`config.mk`:
```
export PLATFORM = sky130hd
export DESIGN_NAME = i2c_status_flag_logic
export DESIGN_NICKNAME = d
export VERILOG_FILES = /design/src/i2c_line_watch.v /design/src/i2c_pec_crc.v /design/src/i2c_status_flag_logic.v
export VERILOG_INCLUDE_DIRS = /design/src
export SDC_FILE = /design/constraint.sdc
export NUM_CORES = 1
export LEC_CHECK = 0
export BUFFER_PORTS_ARGS = -buffer_cell sky130_fd_sc_hd__buf_2
export CAP_MARGIN = 15
export CORE_MARGIN = 2
export CORE_UTILIZATION = 55
export CTS_CLUSTER_SIZE = 28
export DETAILED_ROUTE_END_ITERATION = 6
export PLACE_DENSITY = 0.83
export SLEW_MARGIN = 20
export SYNTH_ARGS = -nofsm -noshare
export SYNTH_HDL_FRONTEND = slang
export SYNTH_HIERARCHICAL = 1
export SYNTH_SLANG_ARGS = --single-unit
```
`constraint.sdc`:
```
create_clock -name aclk -period 3.65 [get_ports aclk]
set_clock_uncertainty 0.05 [all_clocks]
set_input_delay 0.5475 -clock aclk [delete_from_list [all_inputs] [get_ports aclk]]
set_output_delay 0.5475 -clock aclk [all_outputs]
set_load 0.01 [all_outputs]
```
`src/i2c_flag_defs.vh`:
```
// Register map, field positions and reset values of the status-flag block.
// Contract
// No hold, no new byte at transmit slot: resend old byte, raise overrun.
// No hold, byte arrives while old unread: drop new byte, raise overrun.
// Missing acknowledge sets bit 10; cleared by writing zero or disable.
// Lost arbitration sets bit 9 and releases bus; write-zero or disable clears.
// Misplaced start or stop sets bit 8; write-zero or disable clears.
// Bit 7 empty in transmit; cleared by data write, start/stop, disable.
// Bit 6 byte waiting; cleared by data read or write, or disable.
// Slave stop after acknowledge sets bit 4; status1 read then control write clears.
// Ten-bit first header sent sets bit 3; status1 read then control write clears.
// With hold: bit 2 on transmit with nothing loaded, or receive unread.
// Master address flag after final address byte acknowledge, 7 or 10 bit.
// Slave address match sets bit 1; status1 then status2 read clears.
// Start sent sets bit 0; status1 read then data write clears.
// Packet check value in status2 bits 15..8 when checking enabled.
// Status2 bit 7 shows second-address match; cleared on start, stop, disable.
// Bit 6 on host address with host role and resolution on.
// Bit 5 on device default address with resolution on.
// Bit 4 on general call address with broadcast acceptance on.
// Bit 2 direction from address R/W; cleared stop, restart, arbitration loss, disable.
// Bit 1 busy while a line is low; stop clears; runs when disabled.
// Bit 0 master role on sent start; cleared stop, arbitration loss, disable.
// Writing one to a write-zero flag leaves it unchanged.
`ifndef I2C_FLAG_DEFS_VH
`define I2C_FLAG_DEFS_VH
`define OFS_CTRL        4'h0
`define OFS_DATA        4'h4
`define OFS_EVENT       4'h8
`define OFS_BUS         4'hc
`define CTRL_ON         0
`define CTRL_NOHOLD     1
`define CTRL_PEC        2
`define CTRL_SMBROLE    3
`define CTRL_ARP        4
`define CTRL_BCAST      5
`define CTRL_RESET      6'h00
`define EV_OVR          11
`define EV_AF           10
`define EV_ARB_LOST_FLAG         9
`define EV_BUS_ERROR_FLAG         8
`define EV_TXE          7
`define EV_RX_NOT_EMPTY_FLAG         6
`define EV_STOP_SEEN_FLAG        4
`define EV_TEN_BIT_HEADER_SENT        3
`define EV_BTF          2
`define EV_ADDR         1
`define EV_SB           0
`define BS_PEC_LSB      8
`define BS_DUAL         7
`define BS_HOST         6
`define BS_DEFAULT      5
`define BS_GCALL        4
`define BS_TRA          2
`define BS_BUSY         1
`define BS_MSL          0
`define PEC_POLY        8'h07
`define PEC_RESET       8'h00
`define RESP_OKAY       2'b00
`define RESP_SLVERR     2'b10
`endif

```
`src/i2c_line_watch.v`:
```
// Two-flop synchronisers on SDA and SCL with start and stop detection.
`timescale 1ns/1ps
`default_nettype none
module i2c_line_watch (
  input  wire aclk,
  input  wire aresetn,
  input  wire sda_in,
  input  wire scl_in,
  output reg  sda_q,
  output reg  scl_q,
  output reg  start_q,
  output reg  stop_q
);
  reg sda_m_q;
  reg scl_m_q;
  reg sda_s_q;
  reg scl_s_q;
  always @(posedge aclk) begin
    if (!aresetn) begin
      sda_m_q <= 1'b1;
      scl_m_q <= 1'b1;
      sda_s_q <= 1'b1;
      scl_s_q <= 1'b1;
      sda_q   <= 1'b1;
      scl_q   <= 1'b1;
      start_q <= 1'b0;
      stop_q  <= 1'b0;
    end else begin
      sda_m_q <= sda_in;
      scl_m_q <= scl_in;
      sda_s_q <= sda_m_q;
      scl_s_q <= scl_m_q;
      sda_q   <= sda_s_q;
      scl_q   <= scl_s_q;
      // Edges compare the settled stage with its delayed copy, so the first stage feeds only the second.
      start_q <= sda_q & ~sda_s_q & scl_q & scl_s_q;
      stop_q  <= ~sda_q & sda_s_q & scl_q & scl_s_q;
    end
  end
endmodule
`default_nettype wire

```
`src/i2c_pec_crc.v`:
```
// Running CRC-8 packet check value over bytes on the bus.
`timescale 1ns/1ps
`default_nettype none
`include "i2c_flag_defs.vh"
module i2c_pec_crc (
  input  wire       aclk,
  input  wire       aresetn,
  input  wire       clear,
  input  wire       byte_valid,
  input  wire [7:0] byte_in,
  output reg  [7:0] crc_q
);
  function [7:0] crc_step;
    input [7:0] c;
    input [7:0] d;
    integer i;
    reg [7:0] r;
    begin
      r = c ^ d;
      for (i = 0; i < 8; i = i + 1) begin
        r = r[7] ? ((r << 1) ^ `PEC_POLY) : (r << 1);
      end
      crc_step = r;
    end
  endfunction
  always @(posedge aclk) begin
    if (!aresetn || clear) begin
      crc_q <= `PEC_RESET;
    end else if (byte_valid) begin
      crc_q <= crc_step(crc_q, byte_in);
    end
  end
endmodule
`default_nettype wire

```
`src/i2c_status_flag_logic.v`:
```
// Status flags of the I2C interface with an AXI4-Lite register slave.
`timescale 1ns/1ps
`default_nettype none
`include "i2c_flag_defs.vh"
module i2c_status_flag_logic #(
  parameter ADDR_W = 12
) (
  input  wire              aclk,
  input  wire              aresetn,
  input  wire [ADDR_W-1:0] s_axi_awaddr,
  input  wire              s_axi_awvalid,
  output reg               s_axi_awready,
  input  wire [31:0]       s_axi_wdata,
  input  wire [3:0]        s_axi_wstrb,
  input  wire              s_axi_wvalid,
  output reg               s_axi_wready,
  output reg  [1:0]        s_axi_bresp,
  output reg               s_axi_bvalid,
  input  wire              s_axi_bready,
  input  wire [ADDR_W-1:0] s_axi_araddr,
  input  wire              s_axi_arvalid,
  output reg               s_axi_arready,
  output reg  [31:0]       s_axi_rdata,
  output reg  [1:0]        s_axi_rresp,
  output reg               s_axi_rvalid,
  input  wire              s_axi_rready,
  input  wire              sda_in,
  input  wire              scl_in,
  input  wire              ev_start_sent,
  input  wire              ev_stop_sent,
  input  wire              ev_addr_ack,
  input  wire              ten_bit_mode,
  input  wire              addr_second_byte,
  input  wire              ev_addr_match,
  input  wire              match_second,
  input  wire              match_host,
  input  wire              match_default,
  input  wire              match_gcall,
  input  wire              addr_rw,
  input  wire              ev_ack_missing,
  input  wire              ev_arb_lost,
  input  wire              byte_active,
  input  wire              ev_byte_rx,
  input  wire [7:0]        rx_byte,
  input  wire              ev_tx_slot,
  output reg  [7:0]        tx_byte_q,
  output reg               tx_go_q,
  output reg               tx_resend_q,
  output reg               rx_discard_q,
  output reg               hold_clock_q,
  output reg               release_bus_q
);
  reg [5:0]        ctrl_q;
  reg [7:0]        dr_q;
  reg [7:0]        pend_q;
  reg              pend_valid_q;
  reg              tx_loaded_q;
  reg              rd1_q;
  reg              ovr_q, af_q, arb_lost_flag_q, bus_error_flag_q, txe_q, rx_not_empty_flag_q;
  reg              stop_seen_flag_q, ten_bit_header_sent_q, btf_q, addr_q, sb_q;
  reg              dual_q, host_q, dflt_q, gcall_q, tra_q, busy_q, msl_q;
  reg              aw_held_q;
  reg              w_held_q;
  reg [ADDR_W-1:0] aw_addr_q;
  reg [31:0]       w_data_q;
  reg [3:0]        w_strb_q;
  wire             sda_s, scl_s, start_det, stop_det;
  wire [7:0]       pec_val;
  wire             on = ctrl_q[`CTRL_ON];
  wire             nohold = ctrl_q[`CTRL_NOHOLD];

  // Returns the register slot, or 3'b100 for an address outside the map.
  function [2:0] reg_slot;
    input [ADDR_W-1:0] a;
    begin
      if (a[ADDR_W-1:4] != {(ADDR_W-4){1'b0}} || a[1:0] != 2'b00) begin
        reg_slot = 3'b100;
      end else begin
        reg_slot = {1'b0, a[3:2]};
      end
    end
  endfunction

  i2c_line_watch u_watch (
    .aclk    (aclk),
    .aresetn (aresetn),
    .sda_in  (sda_in),
    .scl_in  (scl_in),
    .sda_q   (sda_s),
    .scl_q   (scl_s),
    .start_q (start_det),
    .stop_q  (stop_det)
  );

  i2c_pec_crc u_pec (
    .aclk       (aclk),
    .aresetn    (aresetn),
    .clear      (~on | ~ctrl_q[`CTRL_PEC] | start_det | stop_det),
    .byte_valid (ev_byte_rx | tx_go_q),
    .byte_in    (ev_byte_rx ? rx_byte : tx_byte_q),
    .crc_q      (pec_val)
  );

  localparam [3:0] OFS_C = `OFS_CTRL;
  localparam [3:0] OFS_D = `OFS_DATA;
  localparam [3:0] OFS_E = `OFS_EVENT;
  localparam [3:0] OFS_B = `OFS_BUS;
  wire do_wr = aw_held_q & w_held_q & ~s_axi_bvalid;
  wire do_rd = s_axi_arvalid & s_axi_arready;
  wire [2:0] wslot = reg_slot(aw_addr_q);
  wire [2:0] rslot = reg_slot(s_axi_araddr);
  wire wr_ctrl = do_wr & (wslot == {1'b0, OFS_C[3:2]});
  wire wr_data = do_wr & (wslot == {1'b0, OFS_D[3:2]}) & w_strb_q[0];
  wire wr_evt  = do_wr & (wslot == {1'b0, OFS_E[3:2]});
  wire rd_data = do_rd & (rslot == {1'b0, OFS_D[3:2]});
  wire rd_evt  = do_rd & (rslot == {1'b0, OFS_E[3:2]});
  wire rd_bus  = do_rd & (rslot == {1'b0, OFS_B[3:2]});
  wire [15:0] clr0 = {16{wr_evt}} & {{8{w_strb_q[1]}}, {8{w_strb_q[0]}}} & ~w_data_q[15:0];

  wire [15:0] evt_word = {4'h0, ovr_q, af_q, arb_lost_flag_q, bus_error_flag_q, txe_q, rx_not_empty_flag_q, 1'b0,
                          stop_seen_flag_q, ten_bit_header_sent_q, btf_q, addr_q, sb_q};
  wire [7:0] pec_shown = ctrl_q[`CTRL_PEC] ? pec_val : 8'h00;
  wire [15:0] bus_word = {pec_shown, dual_q, host_q, dflt_q, gcall_q, 1'b0,
                          tra_q, busy_q, msl_q};

  wire tx_take = ev_tx_slot & tx_loaded_q;
  wire tx_miss = ev_tx_slot & ~tx_loaded_q;
  wire rx_busy = ev_byte_rx & rx_not_empty_flag_q;
  wire hold_wr = hold_clock_q & tra_q & wr_data;
  wire restart = start_det & busy_q;

  // AXI4-Lite write channel: address and data are taken in either order.
  always @(posedge aclk) begin
    if (!aresetn) begin
      s_axi_awready <= 1'b1;
      s_axi_wready  <= 1'b1;
      s_axi_bvalid  <= 1'b0;
      s_axi_bresp   <= `RESP_OKAY;
      aw_held_q     <= 1'b0;
      w_held_q      <= 1'b0;
      aw_addr_q     <= {ADDR_W{1'b0}};
      w_data_q      <= 32'h0000_0000;
      w_strb_q      <= 4'h0;
    end else begin
      if (s_axi_awvalid & s_axi_awready) begin
        aw_held_q     <= 1'b1;
        aw_addr_q     <= s_axi_awaddr;
        s_axi_awready <= 1'b0;
      end
      if (s_axi_wvalid & s_axi_wready) begin
        w_held_q     <= 1'b1;
        w_data_q     <= s_axi_wdata;
        w_strb_q     <= s_axi_wstrb;
        s_axi_wready <= 1'b0;
      end
      if (do_wr) begin
        aw_held_q    <= 1'b0;
        w_held_q     <= 1'b0;
        s_axi_bvalid <= 1'b1;
        s_axi_bresp  <= wslot[2] ? `RESP_SLVERR : `RESP_OKAY;
      end
      if (s_axi_bvalid & s_axi_bready) begin
        s_axi_bvalid  <= 1'b0;
        s_axi_awready <= 1'b1;
        s_axi_wready  <= 1'b1;
      end
    end
  end

  // AXI4-Lite read channel; reads have side effects, so each is taken exactly once.
  always @(posedge aclk) begin
    if (!aresetn) begin
      s_axi_arready <= 1'b1;
      s_axi_rvalid  <= 1'b0;
      s_axi_rdata   <= 32'h0000_0000;
      s_axi_rresp   <= `RESP_OKAY;
    end else begin
      if (do_rd) begin
        s_axi_arready <= 1'b0;
        s_axi_rvalid  <= 1'b1;
        s_axi_rresp   <= rslot[2] ? `RESP_SLVERR : `RESP_OKAY;
        case (rslot)
          3'd0:    s_axi_rdata <= {26'h0, ctrl_q};
          3'd1:    s_axi_rdata <= {24'h0, dr_q};
          3'd2:    s_axi_rdata <= {16'h0, evt_word};
          3'd3:    s_axi_rdata <= {16'h0, bus_word};
          default: s_axi_rdata <= 32'h0000_0000;
        endcase
      end else if (s_axi_rvalid & s_axi_rready) begin
        s_axi_rvalid  <= 1'b0;
        s_axi_arready <= 1'b1;
      end
    end
  end

  // Control bits and the data path between the register and the shift engine.
  always @(posedge aclk) begin
    if (!aresetn) begin
      ctrl_q        <= `CTRL_RESET;
      dr_q          <= 8'h00;
      pend_q        <= 8'h00;
      pend_valid_q  <= 1'b0;
      tx_loaded_q   <= 1'b0;
      tx_byte_q     <= 8'h00;
      tx_go_q       <= 1'b0;
      tx_resend_q   <= 1'b0;
      rx_discard_q  <= 1'b0;
      hold_clock_q  <= 1'b0;
      release_bus_q <= 1'b0;
      rd1_q         <= 1'b0;
    end else begin
      tx_go_q       <= 1'b0;
      tx_resend_q   <= 1'b0;
      rx_discard_q  <= 1'b0;
      release_bus_q <= ev_arb_lost & on;
      if (wr_ctrl & w_strb_q[0]) begin
        ctrl_q <= w_data_q[5:0];
      end
      // The two-step clear sequences arm on a status1 read and fire on the next access.
      if (rd_evt) begin
        rd1_q <= 1'b1;
      end else if (wr_ctrl | wr_data | rd_data | rd_bus) begin
        rd1_q <= 1'b0;
      end
      if (!on) begin
        pend_valid_q <= 1'b0;
        tx_loaded_q  <= 1'b0;
        hold_clock_q <= 1'b0;
      end else begin
        if (wr_data) begin
          dr_q        <= w_data_q[7:0];
          tx_loaded_q <= ~hold_wr;
        end else if (tx_take) begin
          tx_loaded_q <= 1'b0;
        end
        if (tx_take) begin
          tx_byte_q <= dr_q;
          tx_go_q   <= 1'b1;
        end else if (tx_miss & nohold) begin
          tx_resend_q <= 1'b1;
        end else if (tx_miss) begin
          hold_clock_q <= 1'b1;
        end
        if (hold_wr) begin
          tx_byte_q    <= w_data_q[7:0];
          tx_go_q      <= 1'b1;
          hold_clock_q <= 1'b0;
        end
        if (ev_byte_rx & ~rx_not_empty_flag_q) begin
          dr_q <= rx_byte;
        end else if (rx_busy & nohold) begin
          rx_discard_q <= 1'b1;
        end else if (rx_busy) begin
          pend_q       <= rx_byte;
          pend_valid_q <= 1'b1;
          hold_clock_q <= 1'b1;
        end
        if (rd_data & pend_valid_q) begin
          dr_q         <= pend_q;
          pend_valid_q <= 1'b0;
          hold_clock_q <= 1'b0;
        end
      end
    end
  end

  // Event flags; in every flag an event in the clearing cycle wins.
  always @(posedge aclk) begin
    if (!aresetn || !on) begin
      ovr_q   <= 1'b0;
      af_q    <= 1'b0;
      arb_lost_flag_q  <= 1'b0;
      bus_error_flag_q  <= 1'b0;
      txe_q   <= 1'b0;
      rx_not_empty_flag_q  <= 1'b0;
      stop_seen_flag_q <= 1'b0;
      ten_bit_header_sent_q <= 1'b0;
      btf_q   <= 1'b0;
      addr_q  <= 1'b0;
      sb_q    <= 1'b0;
    end else begin
      ovr_q  <= (tx_miss & nohold) | (rx_busy & nohold) | (ovr_q & ~clr0[`EV_OVR]);
      af_q   <= ev_ack_missing | (af_q & ~clr0[`EV_AF]);
      arb_lost_flag_q <= ev_arb_lost | (arb_lost_flag_q & ~clr0[`EV_ARB_LOST_FLAG]);
      bus_error_flag_q <= ((start_det | stop_det) & byte_active) | (bus_error_flag_q & ~clr0[`EV_BUS_ERROR_FLAG]);
      txe_q  <= (tx_take | hold_wr) & tra_q |
                (txe_q & ~wr_data & ~ev_start_sent & ~ev_stop_sent);
      rx_not_empty_flag_q <= (ev_byte_rx & ~rx_not_empty_flag_q) | (rd_data & pend_valid_q) |
                (rx_not_empty_flag_q & ~rd_data & ~wr_data & ~ev_byte_rx) | rx_busy;
      stop_seen_flag_q <= (stop_det & ~msl_q & addr_q) | (stop_seen_flag_q & ~(rd1_q & wr_ctrl));
      ten_bit_header_sent_q <= (ev_addr_ack & ten_bit_mode & ~addr_second_byte) |
                 (ten_bit_header_sent_q & ~(rd1_q & wr_ctrl));
      btf_q  <= (tx_miss & ~nohold) | (rx_busy & ~nohold) |
                (btf_q & ~(rd1_q & (rd_data | wr_data)) & ~ev_start_sent & ~ev_stop_sent);
      addr_q <= (ev_addr_ack & (~ten_bit_mode | addr_second_byte)) |
                ev_addr_match | (addr_q & ~(rd1_q & rd_bus) & ~clr0[`EV_ADDR]);
      sb_q   <= ev_start_sent | (sb_q & ~(rd1_q & wr_data));
    end
  end

  // Bus-state flags cleared by stop or disable; match flags also by start, tra_q and msl_q by lost arbitration.
  always @(posedge aclk) begin
    if (!aresetn || !on) begin
      dual_q  <= 1'b0;
      host_q  <= 1'b0;
      dflt_q  <= 1'b0;
      gcall_q <= 1'b0;
      tra_q   <= 1'b0;
      msl_q   <= 1'b0;
    end else begin
      if (ev_addr_match) begin
        dual_q  <= match_second;
        host_q  <= match_host & ctrl_q[`CTRL_SMBROLE] & ctrl_q[`CTRL_ARP];
        dflt_q  <= match_default & ctrl_q[`CTRL_ARP];
        gcall_q <= match_gcall & ctrl_q[`CTRL_BCAST];
      end else if (start_det | stop_det) begin
        dual_q  <= 1'b0;
        host_q  <= 1'b0;
        dflt_q  <= 1'b0;
        gcall_q <= 1'b0;
      end
      // A slave sends when the master reads; a master sends when it writes.
      if (ev_addr_match) begin
        tra_q <= addr_rw;
      end else if (ev_addr_ack & (~ten_bit_mode | addr_second_byte)) begin
        tra_q <= ~addr_rw;
      end else if (stop_det | restart | ev_arb_lost) begin
        tra_q <= 1'b0;
      end
      // A start sent in the cycle of a late stop still makes us master.
      if (ev_start_sent) begin
        msl_q <= 1'b1;
      end else if (ev_arb_lost | stop_det) begin
        msl_q <= 1'b0;
      end
    end
  end

  // Busy keeps tracking the lines while the interface is off.
  always @(posedge aclk) begin
    if (!aresetn) begin
      busy_q <= 1'b0;
    end else if (~sda_s | ~scl_s) begin
      busy_q <= 1'b1;
    end else if (stop_det) begin
      busy_q <= 1'b0;
    end
  end
endmodule
`default_nettype wire

```
### Word-level counts from Yosys, hierarchy flattened

Index checks and enable logic that the tools add are counted.

* bits of input ports: 93
* word-level logic and storage cells: 280
* flip-flop bits (word level): 141

* muxes and demuxes: 51
* bitwise logic cells: 141
* reductions and logical operators: 31
* equality and inequality tests: 5

Operators by type and width (number)
* $and 1x1->1: 67
* $pmux 16 s4: 1
* $mux 8: 7
* $mux 1: 31
* $not 1->1: 31
* $or 1x1->1: 31
* $mux 3: 10
* $and 12x12->12: 2
* $not 3->3: 8
* $reduce_bool 2->1: 9
* $reduce_bool 8->1: 2
* $not 12->12: 1
* $eq 3x2->1 const B: 3
* $reduce_or 3->1: 3
* $xor 8x8->8: 1
* $eq 3x1->1 const B: 2
* $logic_not 3->1: 2
* $reduce_and 2->1: 3
* $reduce_bool 3->1: 2
* $logic_or 1x1->1: 4
* $mux 2: 2
* $reduce_and 4->1: 1
* $reduce_or 2->1: 2
* $reduce_and 3->1: 1
* $logic_not 1->1: 2

### Logic depth before layout (Yosys ltp)

Gate-level depths: netlist (run 1).

* word-level depth: 18
* depth in mapped cells: 8
* mapped depth without buffers: 6

### Hierarchy

The synthesis (run 1) kept the hierarchy.

Modules (own cells, without submodules)
* i2c_status_flag_logic: instances 1, cells an instance 558, area an instance 4692.0 um^2, sequential area each 2142.1 um^2
* i2c_pec_crc: instances 1, cells an instance 56, area an instance 599.3 um^2, sequential area each 160.2 um^2
* i2c_line_watch: instances 1, cells an instance 19, area an instance 225.2 um^2, sequential area each 160.2 um^2

### Worst setup path after synthesis (run 1)

OpenSTA, ideal clock, no wires.

* kind: input to register
* from: input port s_axi_araddr[11]
* to: register dr_q[0]
* path slack: 1.252 ns
* setup time: 0.123 ns
* data required time: 3.477 ns
* stages on the path: 6
* arrival: 2.225 ns
* cells stage by stage: or4_4 > or4_1 > buf_2 > a31o_1 > buf_6 > mux2i_1

* longest elaborated chain between the ends: 8
* elaborated cells between the ends (all ways): 9

Ends and longest elaborated chain
* start: declaration: RTL line i2c_status_flag_logic.v:20 `input wire [ADDR_W-1:0] s_axi_araddr,`
* $reduce_bool 8->1 *: RTL line i2c_status_flag_logic.v:76 `if (a[ADDR_W-1:4] != {(ADDR_W-4){1'b0}} || a[1:0] != 2'b00) begin`
* $logic_or 1x1->1 *: RTL line i2c_status_flag_logic.v:76
* $mux 3 *: RTL line i2c_status_flag_logic.v:76
* $eq 3x1->1 *: RTL line i2c_status_flag_logic.v:115 `wire rd_data = do_rd & (rslot == {1'b0, OFS_D[3:2]});`
* $and 1x1->1 *: RTL line i2c_status_flag_logic.v:115
* $and 1x1->1 *: RTL line i2c_status_flag_logic.v:258 `if (rd_data & pend_valid_q) begin`
* $reduce_bool 3->1 (no line)
* $reduce_and 2->1 (no line)
* end signal: assignment: RTL line i2c_status_flag_logic.v:231 `dr_q <= w_data_q[7:0];`
* end signal: assignment: RTL line i2c_status_flag_logic.v:250 `dr_q <= rx_byte;`
* end signal: assignment: RTL line i2c_status_flag_logic.v:259 `dr_q <= pend_q;`
* end: declaration: RTL line i2c_status_flag_logic.v:54 `reg [7:0] dr_q;`

Every way passes the cells marked *; elsewhere a longest branch is shown, timed or not.
A chain may end at the register's enable or synchronous reset.

### Worst setup path after layout (run 1)

* from: register aw_addr_q[5]
* to: register tx_byte_q[7]

* longest elaborated chain between the ends: 9
* elaborated cells between the ends (all ways): 10

Ends and longest elaborated chain
* start: declaration: RTL line i2c_status_flag_logic.v:64 `reg [ADDR_W-1:0] aw_addr_q;`
* start signal: assignment: RTL line i2c_status_flag_logic.v:141 `aw_addr_q <= {ADDR_W{1'b0}};`
* start signal: assignment: RTL line i2c_status_flag_logic.v:147 `aw_addr_q <= s_axi_awaddr;`
* $reduce_bool 8->1 *: RTL line i2c_status_flag_logic.v:76
* $logic_or 1x1->1 *: RTL line i2c_status_flag_logic.v:76
* $mux 3 *: RTL line i2c_status_flag_logic.v:76
* $eq 3x1->1 *: RTL line i2c_status_flag_logic.v:113 `wire wr_data = do_wr & (wslot == {1'b0, OFS_D[3:2]}) & w_strb_q[0];`
* $and 1x1->1 * (2 in series): RTL line i2c_status_flag_logic.v:113
* $and 1x1->1 *: RTL line i2c_status_flag_logic.v:129 `wire hold_wr = hold_clock_q & tra_q & wr_data;`
* $reduce_bool 2->1 (no line)
* $reduce_and 2->1 (no line)
* end signal: assignment: RTL line i2c_status_flag_logic.v:237 `tx_byte_q <= dr_q;`
* end signal: assignment: RTL line i2c_status_flag_logic.v:245 `tx_byte_q <= w_data_q[7:0];`
* end: declaration: RTL line i2c_status_flag_logic.v:46 `output reg [7:0] tx_byte_q,`

Marked as above.

==> run metrics, run 1 <==
area grow syn2layout 19.9%; Crit path largest cell delay 0.65 ns; pin count of the biggest net entering global routing 63; Post-CTS Hold Buffers 0; Hold Path Origin sda_in; die area 0.0108 mm2; hold violation count in the final report 0; min cycle time layout 2.55 ns; power density cells 498 mW/mm2; synth warn 6; Congestion Overflow GR 0; drt pass-1 iters 5; nature of the critical path endpoint flip-flop; Synth Register Bits 123; CP Launch Type flip-flop; Sequential cell area 0.00246 mm2; Slew headroom 35.4%; area occupied by multi-input gates 0.00280 mm2; Die X 104 um; Die H 104 um; root buffer cell clkbuf_8; Slew Limit Fails 0; Synth cell types 53; Util after Layout 67.7%; cell family with the largest share of critical-path delay simple AND/OR/NAND/NOR gates; CP arrival 2.88 ns; crit path kind flip-flop to flip-flop; Async SR Flop Fraction 0%; DRT iter0 DRCs 462; Mapped Avg Cell Area 8.71 um2; Post-CTS Setup Inserts 0; drt via density 5.78; FMAX 392 MHz; clock sink total 123; initial core utilization 56.4%; Worst Path Buf+Inv 0; R2R setup slack 1.10 ns; cells after synthesis 633; worst-margin pin slew 0.961 ns; I/O pins 147; GPL Wtd Cong 0.907; Max Cap Viol 0; layout cells sized above 1 22.4%; commonest non-fill, non-tap cell in the layout dfxtp_1; DP HPWL 10100 um; Bufs on Longest Clock Path 2; reg-to-reg endpoint tx_byte_q[7]; RSZ-0062 raised after global routing false; Vias 5051; clock transition at the registers of the reported paths 0.06 ns; Slowest cell on crit path nand4_1; critical-path maximum fanout 10; CTS Buf Count 17; Reg2Reg Launch Point aw_addr_q[5]; CP required 3.98 ns; leak pwr 0.00294 uW; Layout Nets 821; global-route wire length before repair 23800 um; post-CTS sizing 0; sequential-to-total area share from yosys stat 44.6%; antenna fix cells 0; Register-to-Register Path Depth 5; Synth Flop Type dfxtp_1; EDFF count, synth 0; Hold Path End u_watch/sda_m_q; DRC violations left 0; vias in the first global route 4793; overall routing resource usage 27.8%; initial antenna violation count 0; setup_tns 0 ns; fillcell total 745; Max H-tree Level 4; Worst-Skew Late Latency 0.53 ns; WHS Path Cells 2; # setup viols final 0; status finished, final reports clean; peak supply drop 0.287 mV; Antenna Nets Post-Route 0; CTS tree done; Hold/Removal Path Class input pin to flip-flop; core area 0.00977 mm2; most frequent cells in the layout dfxtp_1, nand2_1, buf_2, a21oi_1, nor2_1; DRT Wirelength 14900 um; Routed wire per std cell 17.0 um; fin crit share 69.8%; IO Port Bufs 106; Cell Rows 36; crit path cell chain nor4_1 > and4b_1 > nand4_1 > mux2i_1 > a21oi_1; Mapped Area 0.00552 mm2
through the flow:
stage	hold WS, ns	power [uW]	setup WS (ns)	cells	cell area (um2)
after floorplan	0.335	1590	1.25	650	5580
after detailed placement	0.346	1660	0.884	842	6030
after global placement	0.343	1650	0.914	842	6030
final	0.144	3290	1.10	874	6620
after CTS	0.140	3290	1.13	874	6620
after global routing	0.128	3400	0.972	874	6620
synthesized netlist by cell type, types with 2 or more instances:
cell      number  area (um2)
and4b_1        2        20.0
clkbuf_1      29         109
and3_1         3        18.8
a22oi_1       11        82.6
o21ai_0       23         115
dfxtp_1      123        2460
xnor2_1       12         105
and2_1         4        25.0
buf_4         18         135
a21oi_1       75         375
or4_4          2        22.5
nand3b_1       6        45.0
nor4_1         2        12.5
mux2i_1       31         310
nand3_1        7        35.0
nor3_1        10        50.1
xnor3_1        6         135
mux2_2        11         124
o211ai_1       9        67.6
nor2_1        52         195
or2_2          2        12.5
inv_1         11        41.3
nand2b_1       8        50.1
and4_1         2        17.5
nand2_1      113         424
or2b_1         5        37.5
a31oi_1        5        31.3
or3_1          9        56.3
nor2b_1        8        50.1
a211oi_1       3        22.5
nand4_1        5        31.3
a31o_1         2        17.5
mux4_2         4        90.1
cells by family (layout without fill, tap and decap cells):
logic type      count (synthesis)  in the layout  synth area share [%]
simple gates                  244            244                  20.7
buf+inv                        63            154                  5.78
mux                            46             46                  9.50
xor+xnor                       21             21                  5.31
other cells                     1             18                0.0680
compound gates                135            135                  14.0
flops                         123            123                  44.6
layer usage:
metal | GRT usage (%) | wire [um]
met1 | 34.4 | 6010
met2 | 45.7 | 7130
met4 | 9.75 | 391
met3 | 8.83 | 1320
met5 | 0 | 0
layout make-up:
class | count | share of cell area, %
clock buffer | 19 | 6.68
clock inverter | 13 | 2.14
inverter | 12 | 0.681
timing repair buffer | 110 | 8.47
sequential | 123 | 37.2
tap | 133 | 2.52
multi-input combinational | 464 | 42.3
how the worst max path moves through the flow:
stage,start,end,slack (ns),cells past startpoint
after detailed placement,s_axi_araddr[11],dr_q[5],0.88,6
after floorplan,s_axi_araddr[11],dr_q[0],1.25,6
final,aw_addr_q[5],tx_byte_q[7],1.10,5
after global placement,s_axi_araddr[11],dr_q[1],0.91,6
after CTS,aw_addr_q[5],tx_byte_q[7],1.13,5
after global routing,aw_addr_q[6],tx_byte_q[4],0.97,5
worst register-to-register path, cell delays in order (launching register included):
cell	delay (ns)
dfxtp_1	0.31
nor4_1	0.42
and4b_1	0.46
nand4_1	0.65
mux2i_1	0.41
a21oi_1	0.10
power breakdown:
| group | switching (uW) | internal [uW] |
|---|---|---|
| Clock | 643 | 1010 |
| Combinational | 141 | 104 |
| Sequential | 23.3 | 1370 |
sequential cells by signal (all words and copies together) (netlist names), 2 cells and up:
name,cells
s_axi_rdata,16
u_pec/crc_q,8
aw_addr_q,12
tx_byte_q,8
ctrl_q,6
w_strb_q,2
dr_q,8
w_data_q,12
pend_q,8
No activity file was read; power rests on OpenSTA's default activity.
==> run 2, diff against run 1 <==
--- a/config.mk
+++ b/config.mk
@@ -6,13 +6,14 @@
 export SDC_FILE = /design/constraint.sdc
 export NUM_CORES = 1
 export LEC_CHECK = 0
+export ABC_AREA = 1
 export BUFFER_PORTS_ARGS = -buffer_cell sky130_fd_sc_hd__buf_2
 export CAP_MARGIN = 15
 export CORE_MARGIN = 2
-export CORE_UTILIZATION = 55
+export CORE_UTILIZATION = 54
 export CTS_CLUSTER_SIZE = 28
 export DETAILED_ROUTE_END_ITERATION = 6
-export PLACE_DENSITY = 0.83
+export PLACE_DENSITY = 0.81
 export SLEW_MARGIN = 20
 export SYNTH_ARGS = -nofsm -noshare
 export SYNTH_HDL_FRONTEND = slang
==> constraint.sdc (replaced) <==
create_clock -name aclk -period 2.6 [get_ports aclk]
set_clock_uncertainty 0.05 [all_clocks]
set_input_delay 0.39 -clock aclk [delete_from_list [all_inputs] [get_ports aclk]]
set_output_delay 0.39 -clock aclk [all_outputs]
set_load 0.01 [all_outputs]
==> run 2 against run 1 <==
Compared with the run above:
- via count increased by 14%
- clock power up 40%
- critical path depth grew 6
- sequential share of layout area is 2.5 points lower
- global-route usage decreased by 1.2 points
- routed wire length hardly changed
- critical path type unchanged
==> run metrics, run 2 <==
Slew headroom 52.6%; CP arrival 2.27 ns; min cycle time layout 1.85 ns; Max H-tree Level 4; root buffer cell clkbuf_8; Slew Limit Fails 0; leak pwr 0.00347 uW; crit path kind flip-flop to flip-flop; Top Registers s_axi_rdata: 16 flops, aw_addr_q: 12 flops, w_data_q: 12 flops; drt via density 5.12; setup_tns 0 ns; DRT iter0 DRCs 352; post-synth top area cell dfxtp_1; Synth cell types 39; Antenna Nets Post-Route 0; vias in the first global route 5246; GPL Wtd Cong 0.966; Max Cap Viol 0; die area 0.0119 mm2; Async SR Flop Fraction 0%; worst-margin pin slew 0.710 ns; status finished, final reports clean; clock sink total 123; initial core utilization 55.1%; Reg2Reg Launch Point aw_addr_q[0]; Vias 5761; Die H 109 um; sequential-to-total area share from yosys stat 41.4%; CTS Buf Count 17; I/O pins 147; core area 0.0108 mm2; Final Cell Area 0.00709 mm2; Synth Flop Type dfxtp_1; initial antenna violation count 0; pin count of the biggest net entering global routing 41; max reg flops 16; Die X 109 um; reg-to-reg endpoint txe_q; Hold Path End release_bus_q; DP HPWL 10600 um; CP Launch Type flip-flop; overall routing resource usage 26.6%; DRC violations left 0; global-route wire length before repair 24500 um; WHS Path Cells 3; Post-CTS Hold Buffers 2; synth cell count leaders nand2_1, nor2_1, dfxtp_1; nature of the critical path endpoint flip-flop; EDFF count, synth 0; Post-CTS Setup Inserts 0; RSZ-0062 raised after global routing false; largest reg by FF count s_axi_rdata; peak supply drop 0.395 mV; Hold/Removal Path Class input pin to flip-flop; fin crit share 71.3%; Bufs on Longest Clock Path 2; critical-path maximum fanout 18; Mapped Avg Cell Area 6.84 um2; drt pass-1 iters 5; fillcell total 943; Congestion Overflow GR 0; count leader, synth nand2_1; DRT Wirelength 14900 um; Synth Register Bits 123; CTS tree done; hold violation count in the final report 0; top cell type's share of synthesized area 41.4%; power density cells 659 mW/mm2; IO Port Bufs 106; R2R setup slack 0.75 ns; Worst-Skew Late Latency 0.53 ns; Layout Nets 1065; post-CTS sizing 0; CP required 3.02 ns; Cell Rows 38; clock transition at the registers of the reported paths 0.06 ns; Register-to-Register Path Depth 11; commonest non-fill, non-tap cell in the layout nand2_1; Routed wire per std cell 13.2 um; FMAX 540 MHz; Power, Total 4680 uW; ranking of synthesized cells by area dfxtp_1, nand2_1, nor2_1; synth warn 6; area of placed instances 0.00648 mm2; cells after synthesis 869; Mapped Area 0.00595 mm2; layout cells sized above 1 19.5%; antenna fix cells 0; # setup viols final 0; Hold Path Origin ev_arb_lost; most frequent cells in the layout nand2_1, nor2_1, dfxtp_1, buf_2, inv_1; area grow syn2layout 19.2%
run 2: cell types whose count changed after synthesis, moves of 31 or more:
cell / previous run / this run
o21ai_0: 23 / 75
nor2_1: 52 / 138
nand2_1: 113 / 223
inv_1: 11 / 81
mux2i_1: 31 / 0
nand3_1: 7 / 41
run 2: worst max-delay path by stage:
stage	slack [ns]	endpoint	cells after the start	from
3_3_place_gp	0.55	u_pec/crc_q[2]	13	ev_byte_rx
6_report	0.75	txe_q	11	aw_addr_q[0]
3_5_place_dp	0.52	u_pec/crc_q[2]	13	ev_byte_rx
5_1_grt	0.52	txe_q	11	aw_addr_q[0]
4_1_cts	0.74	txe_q	11	aw_addr_q[0]
2_1_floorplan	0.77	u_pec/crc_q[1]	15	ev_byte_rx
run 2: layout make-up:
type	instances	area [um2]	area share, %
inverter	88	333	4.69
clock buffer	20	445	6.28
sequential	123	2460	34.7
tap	140	175	2.47
multi-input combinational	625	2920	41.1
timing repair buffer	117	618	8.72
clock inverter	12	139	1.96
run 2: critical path, stage by stage (launching register included):
cell	delay, ns
dfxtp_1	0.31
nor2_1	0.10
nand2_1	0.13
nor2_4	0.14
nand3_4	0.16
nor2_8	0.25
inv_2	0.07
nand2_2	0.08
nand2_4	0.13
nor2_1	0.22
nand2_1	0.08
nand2_1	0.06
run 2: power by group:
part / internal, uW / total, uW / switching [uW]
registers: 1940 / 1980 / 37.9
logic: 145 / 392 / 247
clock network: 1420 / 2310 / 884
run 2: routing by layer:
metal	routed length, um	GRT usage (%)	vias to the layer above
met5	0	0	-
met4	364	10.3	0
met3	1080	5.20	30
met2	6820	43.3	233
met1	6590	34.8	2557
li1	-	-	2941
run 2: logic make-up (layout without fill, tap and decap cells):
kind of cell | Yosys count | count (layout) | share of synthesized area, %
flops | 123 | 123 | 41.4
simple gates | 455 | 455 | 33.4
xor+xnor | 8 | 8 | 1.30
mux | 8 | 8 | 1.51
other cells | 1 | 18 | 0.0631
buf+inv | 138 | 237 | 10.6
compound gates | 136 | 136 | 11.7
run 2: per-stage QoR:
stage	setup slack [ns]	utilization, %	hold slack, ns	std cells
floorplan	0.771	-	0.330	886
global placement	0.555	60.1	0.336	1091
detailed placement	0.520	60.1	0.345	1091
CTS	0.742	65.7	0.0588	1125
global route	0.525	65.7	0.0591	1125
finish	0.747	65.7	0.0586	1125
==> run 3, diff against run 2 <==
--- a/config.mk
+++ b/config.mk
@@ -10,10 +10,10 @@
 export BUFFER_PORTS_ARGS = -buffer_cell sky130_fd_sc_hd__buf_2
 export CAP_MARGIN = 15
 export CORE_MARGIN = 2
-export CORE_UTILIZATION = 54
+export CORE_UTILIZATION = 48
 export CTS_CLUSTER_SIZE = 28
 export DETAILED_ROUTE_END_ITERATION = 6
-export PLACE_DENSITY = 0.81
+export PLACE_DENSITY = 0.76
 export SLEW_MARGIN = 20
 export SYNTH_ARGS = -nofsm -noshare
 export SYNTH_HDL_FRONTEND = slang
==> constraint.sdc (replaced) <==
create_clock -name aclk -period 1.65 [get_ports aclk]
set_clock_uncertainty 0.05 [all_clocks]
set_input_delay 0.2475 -clock aclk [delete_from_list [all_inputs] [get_ports aclk]]
set_output_delay 0.2475 -clock aclk [all_outputs]
set_load 0.01 [all_outputs]
==> run 3 against run 2 <==
Compared with the run above:
- hold slack worse by 0.037 ns
- sequential share of layout area down 1.8 points
- sequential power up 58%
- critical path depth unchanged
- clock power up 60%
- worst setup slack worse by 0.67 ns
- first-iteration DRC count up 6.5%
- die area up 12%
- largest cell class unchanged
- highest routed layer is now met5
==> run metrics, run 3 (synthesized netlist as in run 2, its figures left out) <==
status finished, final reports clean; clock transition at the registers of the reported paths 0.06 ns; CP required 1.96 ns; core area 0.0121 mm2; Hold/Removal Path Class input pin to flip-flop; DRC violations left 0; peak supply drop 0.575 mV; root buffer cell clkbuf_16; DRT Wirelength 15400 um; nature of the critical path endpoint flip-flop; GPL Wtd Cong 0.889; area grow syn2layout 25.8%; hold violation count in the final report 0; IO Port Bufs 106; Die H 115 um; CTS Buf Count 17; drt pass-1 iters 5; Layout Nets 1101; R2R setup slack 0.08 ns; DRT iter0 DRCs 375; crit path cell chain nor2_2 > inv_2 > nor2_4 > nand3_4 > nor2_8 > inv_2 > nand2_4 > nand2_4 > nor2_4 > nand2_1 > nand2_1; area occupied by multi-input gates 0.00299 mm2; fillcell total 1155; antenna fix cells 0; Antenna Nets Post-Route 0; Worst-Skew Late Latency 0.42 ns; global-route wire length before repair 24200 um; power density cells 999 mW/mm2; Max H-tree Level 4; overall routing resource usage 23.4%; Routed wire per std cell 13.0 um; Hold Path Origin s_axi_awaddr[1]; Max Cap Viol 0; Slew Limit Fails 0; Crit path largest cell delay 0.32 ns; fin crit share 95.4%; DP HPWL 11200 um; Vias 5859; Worst Path Buf+Inv 2; Register-to-Register Path Depth 11; crit path kind flip-flop to flip-flop; Hold Path End aw_addr_q[1]; I/O pins 147; min cycle time layout 1.57 ns; leak pwr 0.00366 uW; Reg2Reg Launch Point aw_addr_q[4]; initial antenna violation count 1; Final Cell Area 0.00748 mm2; setup_tns 0 ns; critical-path maximum fanout 8; reg-to-reg endpoint txe_q; CP arrival 1.88 ns; Power, Total 7480 uW; CTS tree done; Cell Rows 40; Die X 115 um; area of placed instances 0.00678 mm2; Sequential cell area 0.00246 mm2; cell family with the largest share of critical-path delay simple AND/OR/NAND/NOR gates; max reg flops 16; initial core utilization 49.3%; clock sink total 123; # setup viols final 0; vias in the first global route 5117; Top Registers s_axi_rdata: 16 flops, aw_addr_q: 12 flops, w_data_q: 12 flops; largest reg by FF count s_axi_rdata; Hold WS 0.0219 ns; Slowest cell on crit path dfxtp_1; CP Launch Type flip-flop; FMAX 635 MHz; RSZ-0062 raised after global routing true; Congestion Overflow GR 0; most frequent cells in the layout nand2_1, nor2_1, dfxtp_1, buf_2, inv_1; Bufs on Longest Clock Path 2; die area 0.0133 mm2; layout cells sized above 1 24.1%; WHS Path Cells 3; commonest non-fill, non-tap cell in the layout nand2_1; drt via density 4.93; pin count of the biggest net entering global routing 44
[run 3: cell types whose count changed in the layout (fill, tap and decap cells not counted), sizes merged]
cell | before | now
buf | 115 | 150
clkinvlp | 4 | 3
inv | 90 | 94
nand2 | 235 | 236
clkbuf | 20 | 17
[run 3: where the power goes]
group	internal [uW]	total [uW]	switching (uW)
clock	2250	3700	1450
sequential	3050	3120	60.5
combinational	265	663	399
[run 3: what timing repair did]
item	4_1_cts	5_1_grt
hold buffers	2	0
cloned	0	1
hold endpoints to repair	2	0
setup buffers	0	2
pin swaps	0	5
gates resized for setup	1	27
endpoints found under the setup margin	1	25
[run 3: per-layer routing]
| layer | vias up | routed length, um | GRT usage [%] |
|---|---|---|---|
| li1 | 3005 | - | - |
| met1 | 2614 | 6950 | 31.1 |
| met2 | 203 | 7030 | 37.3 |
| met3 | 35 | 1040 | 4.06 |
| met4 | 2 | 411 | 10.4 |
| met5 | - | 16 | 0 |
[run 3: area by class of cell]
class,instances,share of cell area (%)
Inverter,88,4.45
Sequential cell,123,32.9
Tap cell,168,2.81
Timing Repair Buffer,152,12.0
Clock buffer,17,5.68
Clock inverter,15,2.17
Multi-Input combinational cell,626,39.9
[run 3: worst register-to-register path: cells and delay by family, from the launching register on]
family / cells / cell delay (ns)
buffers and inverters: 2 / 0.13
AND/OR/NAND/NOR: 9 / 1.04
flip-flops: 1 / 0.32
[run 3: worst max-delay path by stage]
stage | start | to | cells past startpoint
finish | aw_addr_q[4] | txe_q | 11
global route | w_strb_q[0] | tx_byte_q[0] | 9
CTS | aw_addr_q[0] | txe_q | 11
detailed placement | ev_byte_rx | u_pec/crc_q[2] | 14
global placement | ev_byte_rx | u_pec/crc_q[2] | 14
floorplan | ev_byte_rx | u_pec/crc_q[6] | 9
[run 3: through the flow]
stage	utilization [%]	worst slack (ns)	instances
2_1_floorplan	-	0.0557	886
3_3_place_gp	56.2	-0.0543	1152
3_5_place_dp	56.2	-0.0938	1152
4_1_cts	61.3	0.0391	1186
5_1_grt	62.0	-0.0352	1189
6_report	62.0	0.0756	1189
